===== src/shared/cpd_pkg.sv =====
/*
 * Shared constants of the capacitive detect block: option field layout,
 * register offsets, reset values, bank masks and timing figures.
 * Assumes a 20 MHz system clock and 16-bit sample counts.
 */
package cpd_pkg;

  localparam int CNT_W = 16;
  localparam int ADDR_W = 4;
  localparam int DATA_W = 8;

  // Clock and time base
  localparam int CLK_HZ = 20_000_000;
  localparam int MS_PER_S = 1000;
  localparam int TICK_MS = 1;
  localparam int TICK_CYCLES = CLK_HZ / MS_PER_S * TICK_MS;

  // Host control pulse window, strictly between the first two figures; external halt and recalibration delay
  localparam int PULSE_MIN_MS = 25;
  localparam int PULSE_MAX_MS = 35;
  localparam int EXT_HALT_MS = 40;
  localparam int RECAL_DELAY_MS = 500;

  // Filter halt times
  localparam int HALT_18_S = 18;
  localparam int HALT_60_S = 60;
  localparam int HALT_3_S = 3;

  // Register offsets
  localparam logic [ADDR_W-1:0] OFS_THRESHOLD_LOGIC = 4'h0;
  localparam logic [ADDR_W-1:0] OFS_HALT_STREAM = 4'h1;
  localparam logic [ADDR_W-1:0] OFS_TUNING_BASE = 4'h2;
  localparam logic [ADDR_W-1:0] OFS_STATE = 4'h3;
  localparam logic [ADDR_W-1:0] OFS_INT_STATUS = 4'h4;
  localparam logic [ADDR_W-1:0] OFS_INT_CLEAR = 4'h5;
  localparam logic [ADDR_W-1:0] OFS_INT_ENABLE = 4'h6;
  localparam logic [ADDR_W-1:0] OFS_LTA_LO = 4'h7;
  localparam logic [ADDR_W-1:0] OFS_LTA_HI = 4'h8;

  // Reset values
  localparam logic [7:0] RST_THRESHOLD_LOGIC = 8'h00;
  localparam logic [7:0] RST_HALT_STREAM = 8'h00;
  localparam logic [7:0] RST_TUNING_BASE = 8'h00;

  // Implemented bits of each option bank
  localparam logic [7:0] MASK_BANK0 = 8'hfb;
  localparam logic [7:0] MASK_BANK1 = 8'h99;
  localparam logic [7:0] MASK_BANK2 = 8'h06;

  // Field positions
  localparam int TOUCH_THRESHOLD_SEL_LSB = 5;
  localparam int PTHR_LSB = 3;
  localparam int POL_BIT = 1;
  localparam int EXTMODE_BIT = 0;
  localparam int STREAM_BIT = 7;
  localparam int HALT_LSB = 3;
  localparam int DIR_BIT = 0;
  localparam int BASE_LSB = 1;

  // Interrupt event bits
  localparam int EV_PROX = 0;
  localparam int EV_TOUCH = 1;
  localparam int EV_RECAL = 2;
  localparam int EV_RELEASE = 3;
  localparam int EV_RESEED = 4;
  localparam int EV_N = 5;

  typedef enum logic [1:0] {
    CPD_IDLE  = 2'b00,
    CPD_PROX  = 2'b01,
    CPD_TOUCH = 2'b11,
    CPD_TRACK = 2'b10
  } cpd_state_t;

endpackage


===== src/hw/cpd_pin_sync.sv =====
/*
 * Three-stage synchroniser for a pin from outside the clock domain.
 * The output moves only when the second and third stages agree.
 */
`timescale 1ns/1ps
`default_nettype none

module cpd_pin_sync #(
  parameter logic RST_VAL = 1'b0
) (
  // Clock and reset
  input  wire logic clk,
  input  wire logic rstn,
  input  wire logic clk_en,
  // Pin and clean level
  input  wire logic pin_i,
  output logic      level_o
);

  logic s1_q;
  logic s2_q;
  logic s3_q;

  always_ff @(posedge clk or negedge rstn) begin
    if (!rstn) begin
      s1_q <= RST_VAL;
      s2_q <= RST_VAL;
      s3_q <= RST_VAL;
    end else if (clk_en) begin
      s1_q <= pin_i;
      s2_q <= s1_q;
      s3_q <= s2_q;
    end
  end

  always_ff @(posedge clk or negedge rstn) begin
    if (!rstn) begin
      level_o <= RST_VAL;
    end else if (clk_en && s2_q == s3_q) begin
      level_o <= s3_q;
    end
  end

endmodule

`default_nettype wire


===== src/hw/cpd_ctrl_timer.sv =====
/*
 * Measures how long the host holds the control input high, in ms ticks.
 * Gives a hold level past the external halt time and a one-cycle pulse
 * for a reseed pulse of valid length. Assumes a synchronised input.
 */
`timescale 1ns/1ps
`default_nettype none

module cpd_ctrl_timer #(
  parameter int HALT_MS = cpd_pkg::EXT_HALT_MS
) (
  // Clock and reset
  input  wire logic clk,
  input  wire logic rstn,
  input  wire logic clk_en,
  // Inputs
  input  wire logic enable,
  input  wire logic ms_tick,
  input  wire logic ctrl_level,
  // Results
  output logic      hold_o,
  output logic      reseed_o,
  output logic      release_o
);
  import cpd_pkg::*;

  initial begin
    if (HALT_MS <= PULSE_MAX_MS || HALT_MS > 60000) begin
      $error("cpd_ctrl_timer: HALT_MS must exceed the pulse window");
    end
  end

  logic [15:0] ms_q;
  logic        prev_q;
  logic        fall;

  assign fall = prev_q && !ctrl_level;

  always_ff @(posedge clk or negedge rstn) begin
    if (!rstn) begin
      ms_q <= 16'h0000;
      prev_q <= 1'b0;
    end else if (clk_en) begin
      prev_q <= ctrl_level && enable;
      if (!(ctrl_level && enable)) begin
        ms_q <= 16'h0000;
      end else if (ms_tick && ms_q != 16'hffff) begin
        ms_q <= ms_q + 16'h0001;
      end
    end
  end

  always_ff @(posedge clk or negedge rstn) begin
    if (!rstn) begin
      hold_o <= 1'b0;
      reseed_o <= 1'b0;
      release_o <= 1'b0;
    end else if (clk_en) begin
      hold_o <= ctrl_level && enable && ms_q >= 16'(HALT_MS);
      // Strict window: counts 25 and 35 are both refused
      reseed_o <= fall && ms_q > 16'(PULSE_MIN_MS) && ms_q < 16'(PULSE_MAX_MS);
      release_o <= fall && ms_q >= 16'(HALT_MS);
    end
  end

endmodule

`default_nettype wire


===== src/hw/cpd_detect.sv =====
/*
 * Decision and configuration logic of a single-channel capacitive
 * proximity and touch detector: option banks, thresholds, long-term
 * average with dynamic recalibration, detect and control pins, interrupt.
 * Assumes sample counts arrive from a front end on the same clock, and
 * that the host drives the control pin from another clock domain.
 */
// Our own choices: the register offsets and the address-and-strobe port.
`timescale 1ns/1ps
`default_nettype none

module cpd_detect #(
  parameter int TICK_CYC = cpd_pkg::TICK_CYCLES,
  parameter int RECAL_MS = cpd_pkg::RECAL_DELAY_MS,
  parameter int EXT_HALT = cpd_pkg::EXT_HALT_MS
) (
  // Clock, reset, enable
  input  wire logic                        clk,
  input  wire logic                        rstn,
  input  wire logic                        clk_en,
  // Register port
  input  wire logic [cpd_pkg::ADDR_W-1:0]  reg_addr,
  input  wire logic [cpd_pkg::DATA_W-1:0]  reg_wdata,
  input  wire logic                        reg_wr,
  input  wire logic                        reg_rd,
  output logic      [cpd_pkg::DATA_W-1:0]  reg_rdata,
  // Front end
  input  wire logic                        sample_valid,
  input  wire logic [cpd_pkg::CNT_W-1:0]   sample_count,
  output logic                             charge_halt,
  output logic      [cpd_pkg::CNT_W-1:0]   tuning_base,
  output logic                             stream_en,
  // Detect pin, open-drain capable
  output logic                             detect_o,
  output logic                             detect_oe,
  // Control pin, two-way
  input  wire logic                        ctrl_i,
  output logic                             ctrl_o,
  output logic                             ctrl_oe,
  // Interrupt
  output logic                             irq
);
  import cpd_pkg::*;

  initial begin
    if (TICK_CYC < 2 || TICK_CYC > 65536 || RECAL_MS < 1 || RECAL_MS > 65535) begin
      $error("cpd_detect: bad timing parameter");
    end
  end

  function automatic logic [CNT_W-1:0] touch_thr(input logic [2:0] code);
    case (code)
      3'h0: touch_thr = 16'd16;
      3'h1: touch_thr = 16'd40;
      3'h2: touch_thr = 16'd60;
      3'h3: touch_thr = 16'd90;
      3'h4: touch_thr = 16'd130;
      3'h5: touch_thr = 16'd200;
      3'h6: touch_thr = 16'd340;
      default: touch_thr = 16'd500;
    endcase
  endfunction

  function automatic logic [CNT_W-1:0] prox_thr(input logic [1:0] code);
    prox_thr = {12'h000, code, 2'b00} + 16'd4;
  endfunction

  function automatic logic [CNT_W-1:0] base_cnt(input logic [1:0] code);
    case (code)
      2'h0: base_cnt = 16'd200;
      2'h1: base_cnt = 16'd100;
      2'h2: base_cnt = 16'd150;
      default: base_cnt = 16'd250;
    endcase
  endfunction

  // Halt time in ms; zero stands for "halt for ever"
  function automatic logic [16:0] halt_ms(input logic [1:0] code);
    case (code)
      2'h1: halt_ms = 17'(HALT_18_S * MS_PER_S);
      2'h2: halt_ms = 17'(HALT_60_S * MS_PER_S);
      2'h3: halt_ms = 17'(HALT_3_S * MS_PER_S);
      default: halt_ms = 17'h00000;
    endcase
  endfunction

  // Step the average one count toward the sample
  function automatic logic [CNT_W-1:0] track(input logic [CNT_W-1:0] avg,
                                             input logic [CNT_W-1:0] cnt);
    if (cnt > avg) begin
      track = avg + 16'h0001;
    end else if (cnt < avg) begin
      track = avg - 16'h0001;
    end else begin
      track = avg;
    end
  endfunction

  logic [7:0]       bank0_q;
  logic [7:0]       bank1_q;
  logic [7:0]       bank2_q;
  logic [EV_N-1:0]  int_stat_q;
  logic [EV_N-1:0]  int_en_q;
  logic [EV_N-1:0]  ev;
  logic [CNT_W-1:0] lta_q;
  logic             seeded_q;
  logic [16:0]      halt_cnt_q;
  logic [15:0]      recal_cnt_q;
  logic [15:0]      tick_q;
  logic             ms_tick;
  logic             ctrl_level;
  logic             ext_hold;
  logic             ext_reseed;
  logic             ext_release;
  logic             reseed_req_q;
  cpd_state_t       state_q;
  cpd_state_t       state_d;

  // Option fields; masked banks keep unimplemented bits at zero
  logic [CNT_W-1:0] touch_threshold_sel;
  logic [CNT_W-1:0] pthr;
  logic             pol_high;
  logic             mode_filter;
  logic             dir_out;
  logic [16:0]      halt_lim;

  assign touch_threshold_sel = touch_thr(bank0_q[TOUCH_THRESHOLD_SEL_LSB+:3]);
  assign pthr = prox_thr(bank0_q[PTHR_LSB+:2]);
  assign pol_high = bank0_q[POL_BIT] && !bank1_q[STREAM_BIT];
  assign mode_filter = bank0_q[EXTMODE_BIT];
  assign dir_out = bank1_q[DIR_BIT];
  assign halt_lim = halt_ms(bank1_q[HALT_LSB+:2]);

  // Count drop below the average is the signal
  logic [CNT_W-1:0] drop;
  logic [CNT_W-1:0] rise;
  logic             is_prox;
  logic             is_touch;
  logic             is_release;
  logic             take;
  logic             filt_halt;
  logic             halt_expired;
  logic             recal_due;

  assign drop = (lta_q > sample_count) ? lta_q - sample_count : 16'h0000;
  assign rise = (sample_count > lta_q) ? sample_count - lta_q : 16'h0000;
  assign is_prox = drop > pthr;
  assign is_touch = drop > touch_threshold_sel;
  assign is_release = rise > pthr;
  assign take = sample_valid && !charge_halt && seeded_q;
  assign filt_halt = ext_hold && mode_filter;
  assign halt_expired = halt_lim != 17'h00000 && halt_cnt_q >= halt_lim;
  assign recal_due = recal_cnt_q >= 16'(RECAL_MS);

  // Millisecond time base
  assign ms_tick = tick_q == 16'(TICK_CYC - 1);

  always_ff @(posedge clk or negedge rstn) begin
    if (!rstn) begin
      tick_q <= 16'h0000;
    end else if (clk_en) begin
      tick_q <= ms_tick ? 16'h0000 : tick_q + 16'h0001;
    end
  end

  cpd_pin_sync #(
    .RST_VAL (1'b0)
  ) u_ctrl_sync (
    .clk     (clk),
    .rstn    (rstn),
    .clk_en  (clk_en),
    .pin_i   (ctrl_i),
    .level_o (ctrl_level)
  );

  // Host control only counts while the pin is an input
  cpd_ctrl_timer #(
    .HALT_MS (EXT_HALT)
  ) u_ctrl_timer (
    .clk        (clk),
    .rstn       (rstn),
    .clk_en     (clk_en),
    .enable     (!dir_out),
    .ms_tick    (ms_tick),
    .ctrl_level (ctrl_level),
    .hold_o     (ext_hold),
    .reseed_o   (ext_reseed),
    .release_o  (ext_release)
  );

  // Option banks and interrupt registers
  always_ff @(posedge clk or negedge rstn) begin
    if (!rstn) begin
      bank0_q <= RST_THRESHOLD_LOGIC;
      bank1_q <= RST_HALT_STREAM;
      bank2_q <= RST_TUNING_BASE;
      int_en_q <= '0;
    end else if (clk_en && reg_wr) begin
      case (reg_addr)
        OFS_THRESHOLD_LOGIC: bank0_q <= reg_wdata & MASK_BANK0;
        OFS_HALT_STREAM: bank1_q <= reg_wdata & MASK_BANK1;
        OFS_TUNING_BASE: bank2_q <= reg_wdata & MASK_BANK2;
        OFS_INT_ENABLE: int_en_q <= reg_wdata[EV_N-1:0];
        default: ;
      endcase
    end
  end

  // Sticky status: a new event wins over a clear in the same cycle
  always_ff @(posedge clk or negedge rstn) begin
    if (!rstn) begin
      int_stat_q <= '0;
    end else if (clk_en) begin
      if (reg_wr && reg_addr == OFS_INT_CLEAR) begin
        int_stat_q <= (int_stat_q & ~reg_wdata[EV_N-1:0]) | ev;
      end else begin
        int_stat_q <= int_stat_q | ev;
      end
    end
  end

  always_ff @(posedge clk or negedge rstn) begin
    if (!rstn) begin
      irq <= 1'b0;
    end else if (clk_en) begin
      irq <= |(int_stat_q & int_en_q);
    end
  end

  always_ff @(posedge clk or negedge rstn) begin
    if (!rstn) begin
      reg_rdata <= 8'h00;
    end else if (clk_en) begin
      reg_rdata <= 8'h00;
      if (reg_rd) begin
        case (reg_addr)
          OFS_THRESHOLD_LOGIC: reg_rdata <= bank0_q;
          OFS_HALT_STREAM: reg_rdata <= bank1_q;
          OFS_TUNING_BASE: reg_rdata <= bank2_q;
          OFS_STATE: reg_rdata <= {3'h0, filt_halt, charge_halt, seeded_q, state_q};
          OFS_INT_STATUS: reg_rdata <= {3'h0, int_stat_q};
          OFS_INT_ENABLE: reg_rdata <= {3'h0, int_en_q};
          OFS_LTA_LO: reg_rdata <= lta_q[7:0];
          OFS_LTA_HI: reg_rdata <= lta_q[15:8];
          default: reg_rdata <= 8'h00;
        endcase
      end
    end
  end

  // Charge halt and the reseed request that follows it or a pulse
  always_ff @(posedge clk or negedge rstn) begin
    if (!rstn) begin
      charge_halt <= 1'b0;
      reseed_req_q <= 1'b0;
    end else if (clk_en) begin
      // Front end finishes its running cycle before honouring this
      charge_halt <= ext_hold && !mode_filter;
      if (ext_reseed || (ext_release && !mode_filter)) begin
        reseed_req_q <= 1'b1;
      end else if (sample_valid && !charge_halt) begin
        reseed_req_q <= 1'b0;
      end
    end
  end

  // Detection state machine
  always_comb begin
    state_d = state_q;
    if (take) begin
      case (state_q)
        CPD_IDLE: begin
          if (is_prox) begin
            state_d = CPD_PROX;
          end
        end
        CPD_PROX: begin
          if (is_touch) begin
            state_d = CPD_TOUCH;
          end else if (!is_prox || halt_expired) begin
            state_d = CPD_IDLE;
          end
        end
        CPD_TOUCH: begin
          if (recal_due) begin
            state_d = CPD_TRACK;
          end else if (!is_prox) begin
            state_d = CPD_IDLE;
          end
        end
        CPD_TRACK: begin
          if (is_release) begin
            state_d = CPD_IDLE;
          end
        end
        default: state_d = CPD_IDLE;
      endcase
    end
    if (reseed_req_q) begin
      state_d = CPD_IDLE;
    end
  end

  always_ff @(posedge clk or negedge rstn) begin
    if (!rstn) begin
      state_q <= CPD_IDLE;
    end else if (clk_en) begin
      state_q <= state_d;
    end
  end

  always_comb begin
    ev = '0;
    ev[EV_PROX] = state_q == CPD_IDLE && state_d == CPD_PROX;
    ev[EV_TOUCH] = state_q == CPD_PROX && state_d == CPD_TOUCH;
    ev[EV_RECAL] = state_q == CPD_TOUCH && state_d == CPD_TRACK;
    ev[EV_RELEASE] = state_q == CPD_TRACK && state_d == CPD_IDLE;
    ev[EV_RESEED] = reseed_req_q && sample_valid && !charge_halt;
  end

  // Halt and recalibration timers in ms
  always_ff @(posedge clk or negedge rstn) begin
    if (!rstn) begin
      halt_cnt_q <= 17'h00000;
      recal_cnt_q <= 16'h0000;
    end else if (clk_en) begin
      if (state_q == CPD_IDLE || state_q == CPD_TRACK) begin
        halt_cnt_q <= 17'h00000;
      end else if (ms_tick && halt_cnt_q != 17'h1ffff) begin
        halt_cnt_q <= halt_cnt_q + 17'h00001;
      end
      if (state_q != CPD_TOUCH) begin
        recal_cnt_q <= 16'h0000;
      end else if (ms_tick && !recal_due) begin
        recal_cnt_q <= recal_cnt_q + 16'h0001;
      end
    end
  end

  // Long-term average
  always_ff @(posedge clk or negedge rstn) begin
    if (!rstn) begin
      lta_q <= 16'h0000;
      seeded_q <= 1'b0;
    end else if (clk_en && sample_valid && !charge_halt) begin
      if (!seeded_q || reseed_req_q) begin
        lta_q <= sample_count;
        seeded_q <= 1'b1;
      end else if (state_q == CPD_TOUCH && recal_due) begin
        // Halted average less the touch threshold, as touch mode base
        lta_q <= (lta_q > touch_threshold_sel) ? lta_q - touch_threshold_sel : 16'h0000;
      end else if (state_q == CPD_PROX && halt_expired) begin
        lta_q <= sample_count;
      end else if (filt_halt) begin
        lta_q <= lta_q;
      end else if (state_q == CPD_IDLE || state_q == CPD_TRACK) begin
        // Slow one-count steps so a fast touch drags the average one count per sample at most
        lta_q <= track(lta_q, sample_count);
      end
    end
  end

  // Pins and front-end settings
  logic active;

  assign active = state_q != CPD_IDLE;

  always_ff @(posedge clk or negedge rstn) begin
    if (!rstn) begin
      detect_o <= 1'b0;
      detect_oe <= 1'b0;
      ctrl_o <= 1'b0;
      ctrl_oe <= 1'b0;
      stream_en <= 1'b0;
      tuning_base <= 16'd200;
    end else if (clk_en) begin
      if (pol_high) begin
        detect_o <= active;
        detect_oe <= 1'b1;
      end else begin
        // Open drain: pull low when active, else release the pin
        detect_o <= 1'b0;
        detect_oe <= active;
      end
      ctrl_o <= dir_out && (pol_high ? active : !active);
      ctrl_oe <= dir_out;
      stream_en <= bank1_q[STREAM_BIT];
      tuning_base <= base_cnt(bank2_q[BASE_LSB+:2]);
    end
  end

endmodule

`default_nettype wire


===== config.mk =====
export PLATFORM = sky130hd
export DESIGN_NAME = cpd_detect
export DESIGN_NICKNAME = d
export VERILOG_FILES = /design/src/shared/cpd_pkg.sv /design/src/hw/cpd_pin_sync.sv /design/src/hw/cpd_ctrl_timer.sv /design/src/hw/cpd_detect.sv
export SDC_FILE = /design/constraint.sdc
export NUM_CORES = 1
export LEC_CHECK = 0
export ABC_AREA = 1
export BUFFER_PORTS_ARGS = -buffer_cell sky130_fd_sc_hd__buf_2
export CAP_MARGIN = 15
export CORE_MARGIN = 2
export CORE_UTILIZATION = 47
export CTS_CLUSTER_DIAMETER = 200
export CTS_CLUSTER_SIZE = 30
export DETAILED_ROUTE_END_ITERATION = 8
export PLACE_DENSITY = 0.69
export REMOVE_ABC_BUFFERS = 1
export SLEW_MARGIN = 20
export SYNTH_ARGS = -nofsm -noshare
export SYNTH_HDL_FRONTEND = slang
export SYNTH_SLANG_ARGS = --single-unit

===== constraint.sdc =====
create_clock -name clk -period 5.06 [get_ports clk]
set_input_delay 0.506 -clock clk [delete_from_list [all_inputs] [get_ports clk]]
set_output_delay 0.506 -clock clk [all_outputs]
set_load 0.05 [all_outputs]

Word level (Yosys, flattened, before mapping)
Cells that the tools add are included.

$add $sub $neg: 10. Multipliers: 0. Div/mod/pow operators: 0. Order comparisons: 12. Eq/ne operators: 32. Shift-type cells: 0. Mux-type cells: 37. Bitwise logic cells: 5. Reduce and logical (&&, ||, !) cells: 66.

Operators by type and width (count): $mux W16 (15); $add A16 B1 Y16 const B (4); $pmux W8 S8 (1); $pmux W9 S7 (1); $gt A16 B16 Y1 (3); $pmux W16 S3 (1); $mux W17 (2); $gt A16 B5 Y1 (2); $sub A16 B16 Y16 (2); $logic_and A1 B1 Y1 (30); $pmux W8 S3 (1); $reduce_and A2 Y1 (9); $add A17 B1 Y17 const B (1); $ge A17 B17 Y1 (1); $ne A17 B17 Y1 const B (1); $reduce_bool A17 Y1 (1); $eq A16 B15 Y1 const B (1); $eq A4 B3 Y1 const B (4); $ge A16 B6 Y1 const B (1); $ge A16 B9 Y1 const B (1); $gt A16 B5 Y1 const B (1); $gt A16 B9 Y1 (1); $lt A16 B16 Y1 (1); $lt A16 B6 Y1 const B (1); 34 further kinds (76).

Bits in registers: 147. Latch bits: 0. Memory bits (writable): 0. Bits in read-only memories: 0. Output and inout port bits: 31. Logic and storage cells: 192. Memories: 0.

Logic depth before layout (Yosys ltp)
Depth in word-level cells: 14. Depth in mapped cells: 26.

By module
Synthesis repeated with hierarchy kept, for this count alone.

Cell total of the unflattened synthesis: 1696. Area total of the unflattened synthesis: 11617.4 um2.

By module, submodules not included: cpd_detect (times used 1, cells each 1478, area an instance 10043.4 um2, sequential area each 2831.5 um2); cpd_ctrl_timer (times used 1, cells each 198, area an instance 1410.1 um2, sequential area each 500.5 um2); cpd_pin_sync (times used 1, cells each 20, area an instance 163.9 um2, sequential area each 100.1 um2).

Worst setup path before layout
Ideal clock, no wire load.

Path type: in2reg. Start point: input sample_count[0] (netlist name). End point: register lta_q[10]. Data arrival time: 3714 ps. Required time: 4931 ps. Setup slack: 1217 ps. Stages on the path: 23. Path buffers: 0. Path through: inv_1 > ha_1 > inv_1 > fa_1 > nand3_1 > nand3_1 > nand2_1 > nand2_1 > nand2_1 > nand2_1 > nand2_1 > ha_1 > nand3_1 > nand3_1 > a21oi_1 > o21ai_0 > a21boi_0 > xor2_1 > nand2_1 > o211ai_1 > o21ai_0 > o21ai_0 > o21ai_0.

Word-level cells in the longest chain between the ends: 7.

RTL lines: start: declaration (line cpd_detect.sv:29) `input wire logic [cpd_pkg::CNT_W-1:0] sample_count,`; $gt A16 B16 Y1 (line cpd_detect.sv:90) `if (cnt > avg) begin`; $mux W16 (line cpd_detect.sv:90); $mux W16 (line cpd_detect.sv:356) `end else if (state_q == CPD_IDLE || state_q == CPD_TRACK) begin`; $mux W16 (line cpd_detect.sv:354) `end else if (filt_halt) begin`; $mux W16 (line cpd_detect.sv:352) `end else if (state_q == CPD_PROX && halt_expired) begin`; $mux W16 (line cpd_detect.sv:349) `end else if (state_q == CPD_TOUCH && recal_due) begin`; $mux W16 (line cpd_detect.sv:346) `if (!seeded_q || reseed_req_q) begin`; end signal: assignment (line cpd_detect.sv:347) `lta_q <= sample_count;`; end signal: assignment (line cpd_detect.sv:353) `lta_q <= sample_count;`; end signal: assignment (line cpd_detect.sv:355) `lta_q <= lta_q;`; end: declaration (line cpd_detect.sv:105) `logic [CNT_W-1:0] lta_q;`.

Parallel ways exist; a longest one is shown, timed or not. The select of a mux whose other input is x is not followed. A chain may end at the register's enable or synchronous reset.

Worst setup path in the final report
Start point: register lta_q[1]. End point: register lta_q[10].

Word-level cells in the longest chain between the ends: 8.

RTL lines: start signal: assignment (line cpd_detect.sv:347); start signal: assignment (line cpd_detect.sv:351) `lta_q <= (lta_q > touch_threshold_sel) ? lta_q - touch_threshold_sel : 16'h0000;`; start signal: assignment (line cpd_detect.sv:353); $sub A16 B1 Y16 (line cpd_detect.sv:93) `track = avg - 16'h0001;`; $mux W16 (line cpd_detect.sv:92) `end else if (cnt < avg) begin`; $mux W16 (line cpd_detect.sv:90); $mux W16 (line cpd_detect.sv:356); $mux W16 (line cpd_detect.sv:354); $mux W16 (line cpd_detect.sv:352); $mux W16 (line cpd_detect.sv:349); $mux W16 (line cpd_detect.sv:346).

Parallel ways exist; a longest one is shown, timed or not. The select of a mux whose other input is x is not followed.

==> metrics.md <==
| Metric | Value |
|---|---|
| Final setup vio count | `0` |
| CTS tree | `yes` |
| CTS max path bufs | `2` |
| Die ar. | `roughly 25000 um2` |
| RSZ-0062 raised after global routing | `false` |
| Sink Count | `137` |
| Placed Area | `11900 um2` |
| Starting Density | `0.480` |
| Setup Skew | `8.71 ps` |
| Synthesis-to-finish area growth | `10.8%` |
| Post-synthesis sequential area ratio | `0.304` |
| Max incr delay on CP | `510 ps` |
| HP Class | `in2async` |
| GRT Overall Usage | `0.259` |
| Setup Fix Bufs, Post-CTS | `0` |
| Largest area contributor in the netlist | `dfrtp_1` |
| Mapped Avg Cell Area | `6.91 um2` |
| Synthesized area | `between 10000 and 15000 um2` |
| Detailed placer's ending HPWL | `about 25000 um` |
| Worst-Margin Slew | `~980 ps` |
| DRT iter0 DRCs | `roughly 1.0k` |
| Cts bufs inserted | `17` |
| Largest net degree at the start of global routing | `94` |
| Post-synthesis cell count | `roughly 1.6k` |
| GPL Wtd Cong | `~0.94` |
| Port bufs | `56` |
| Pins over their slew limit | `0` |
| CTS root buf | `clkbuf_16` |
| Yosys warnings | `0` |
| DR DRC count | `0` |
| Critical path type | `reg2reg` |
| Status | `complete, no violations` |
| Cell Count Post-Placement | `1996` |
| Crit path max fanout | `11` |
| Share of cells above drive strength 1 | `0.0743` |
| Nets | `approximately 1.8k` |
| Routed len/inst | `16.2 um` |
| Crit share post-route | `0.871` |
| Vias in the first global route | `10.4k` |
| Synth Flop Type | `dfrtp_1` |
| Die W | `~160 um` |
| I/O pins | `66` |
| Top cell type's share of synthesized area | `0.297` |
| Final count of hold timing violations | `0` |
| DR vias/cell | `between 5 and 6` |
| Number of distinct library cells after synthesis | `between 50 and 60` |
| Post-DRT Antenna Nets | `0` |
| Core ar. | `around 24000 um2` |
| Initial antenna violation count | `3` |
| Max IR drop VDD | `approximately 0.24 mV` |
| H-tree depth | `4` |
| Design Area, Final | `~13000 um2` |
| Pleak | `0.00650 uW` |
| Via count | `around 11k` |
| Non-filler cells in the finished layout | `approximately 2k` |
| Post-CTS Hold Buffers | `0` |
| Height of the die | `159 um` |
| Rel. slew slack | `0.344` |
| Row count | `between 50 and 60` |
| Max Clock Freq | `about 230 MHz` |
| Fin Setup TNS | `0 ps` |
| First-pass GRT wire length | `around 53000 um` |
| Async S/R FF share, synth | `1.00` |
| Crit path time final | `4410 ps` |
| Worst R2R Setup Slack | `~650 ps` |
| CTS resizes | `0` |
| Worst skew pair latency | `430 ps` |
| Critical Path Start Type | `flip-flop` |
| Drt total wl | `32900 um` |
| Max_cap viols | `0` |
| Initial DRT Pass Iterations | `5` |
| Slowest CP cell | `dfrtp_1` |
| Cell mode on critical path | `nand2_1` |
| Required time of the critical path | `between 5000 and 6000 ps` |
| CP Cell Sequence | `inv_1 -> fa_1 -> nand3_1 -> nand3_1 -> nand2_1 -> nand2_1 -> nand2_1 -> nand2_1 -> nand2_1 -> buf_4 -> ha_1 -> inv_1 -> o21bai_1 -> a21oi_1 -> o21ai_0 -> a21boi_0 -> xor2_1 -> nand2_1 -> o211ai_1 -> o21ai_0 -> o21ai_0 -> o21ai_0` |
| Worst path arrival time | `between 4000 and 5000 ps` |
| Clock slew seen by the registers of the worst setup and hold paths | `roughly 70 ps` |
| Grt total ovfl | `0` |
| Number of enable flip-flop cells after synthesis | `0` |
| Synthesized flop and latch total | `roughly 140` |
| Top post-synthesis cells by area | `dfrtp_1 (30%), nand2_1 (13%), ha_1 (11%)` |
| Pwr Density | `approximately 560 nW/um2` |
| Worst setup EP type | `flip-flop` |
-- cell type report --
cell class,count,area (um2)
timing repair buffer,63,339
sequential,137,3430
clock buffer,17,425
inverter,277,1040
tap,319,399
clock inverter,15,175
multi-input combinational,1200,6700
fill,2337,11000
antenna,3,7.51
-- sequential cells by signal, summed over array words and instances, names as in the netlist, 4 cells and up --
register	flops
bank0_q	7
bank1_q	4
halt_cnt_q	17
int_en_q	5
int_stat_q	5
lta_q	16
recal_cnt_q	16
reg_rdata	8
tick_q	16
tuning_base	6
u_ctrl_timer.ms_q	16
-- cells in the mapped netlist (9+ instances only) --
| library cell | instances |
|---|---|
| nand3_1 | 100 |
| o22ai_1 | 20 |
| a21oi_1 | 106 |
| nor2_1 | 123 |
| xnor2_1 | 9 |
| o31ai_1 | 12 |
| inv_1 | 270 |
| o211ai_1 | 19 |
| dfrtp_1 | 134 |
| nor4_1 | 15 |
| nand2_1 | 406 |
| nand4_1 | 29 |
| nor3_1 | 39 |
| ha_1 | 101 |
| xor2_1 | 37 |
| o21ai_0 | 94 |
| clkbuf_1 | 10 |
| buf_4 | 10 |
-- critical path: cells and delay by family, from the launching register on --
family          cells  cell delay [ps]
compound gates      8             1210
xor+xnor            1              220
fa+ha+maj           2              770
buf+inv             3              560
flops               1              510
simple gates        8             1000
-- stage by stage --
step	hold WS (ps)	utilization	worst slack [ps]	power, uW
after CTS	225	0.531	687	6960
after detailed placement	456	0.506	543	5650
final	195	0.532	654	7020
after floorplan	210	-	1170	4580
after global routing	271	0.532	176	7640
after global placement	450	0.506	734	5570
-- power breakdown --
part,switching [uW],internal (uW)
clock network,606,669
logic,2740,1490
registers,245,1270
-- layout by cell type (no fill, tap or decap), drive strengths merged, types with 2 or more instances in the layout --
cell type / n
a31oi: 5
xnor2: 9
nand2: 412
ha: 101
a32oi: 2
o31ai: 12
o21ai: 99
a22oi: 4
xor2: 37
inv: 283
buf: 63
conb: 9
a21o: 4
a221oi: 2
clkbuf: 17
o211ai: 19
dfrtp: 134
dfstp: 3
o2111ai: 2
a2111oi: 3
nor3: 41
a21boi: 4
a21oi: 107
nand4: 29
nor4: 16
fa: 4
o21bai: 6
nor2: 132
o22ai: 20
clkinv: 8
diode: 3
and3: 2
nand3: 103
o21a: 6
or2: 5
-- final timing paths --
path                       cells after the start                        start                           end
max in group asynchronous                      2                         rstn        state_q[1]$_DFFE_PN0P_
max reg2reg                                   22         lta_q[1]$_DFFE_PN0P_         lta_q[10]$_DFFE_PN0P_
min                                            1                         rstn    halt_cnt_q[14]$_DFFE_PN0P_
min reg2reg                                    2  recal_cnt_q[14]$_DFFE_PN0P_   recal_cnt_q[14]$_DFFE_PN0P_
max                                           22         lta_q[1]$_DFFE_PN0P_         lta_q[10]$_DFFE_PN0P_
min in group clk                               3                       ctrl_i  u_ctrl_sync.s1_q$_DFFE_PN0P_
-- metal layers --
metal  global-route usage  vias up  routed length, um
li1                     -     5493                  -
met1                0.358     5235              15200
met2                0.423      370              15000
met3               0.0375       54               1880
met4               0.0777        0                805
met5                    0        -                  0
-- cells by family (layout without fill, tap and decap cells) --
family | Yosys count | in the layout | share of synthesized area
xor+xnor | 46 | 46 | 0.0357
fa+ha+maj | 105 | 105 | 0.119
other cells | 1 | 12 | 0.000332
compound gates | 298 | 298 | 0.151
buf+inv | 306 | 372 | 0.106
flops | 137 | 137 | 0.304
simple gates | 742 | 742 | 0.284
Note: power is estimated with default switching activity, not from simulation.
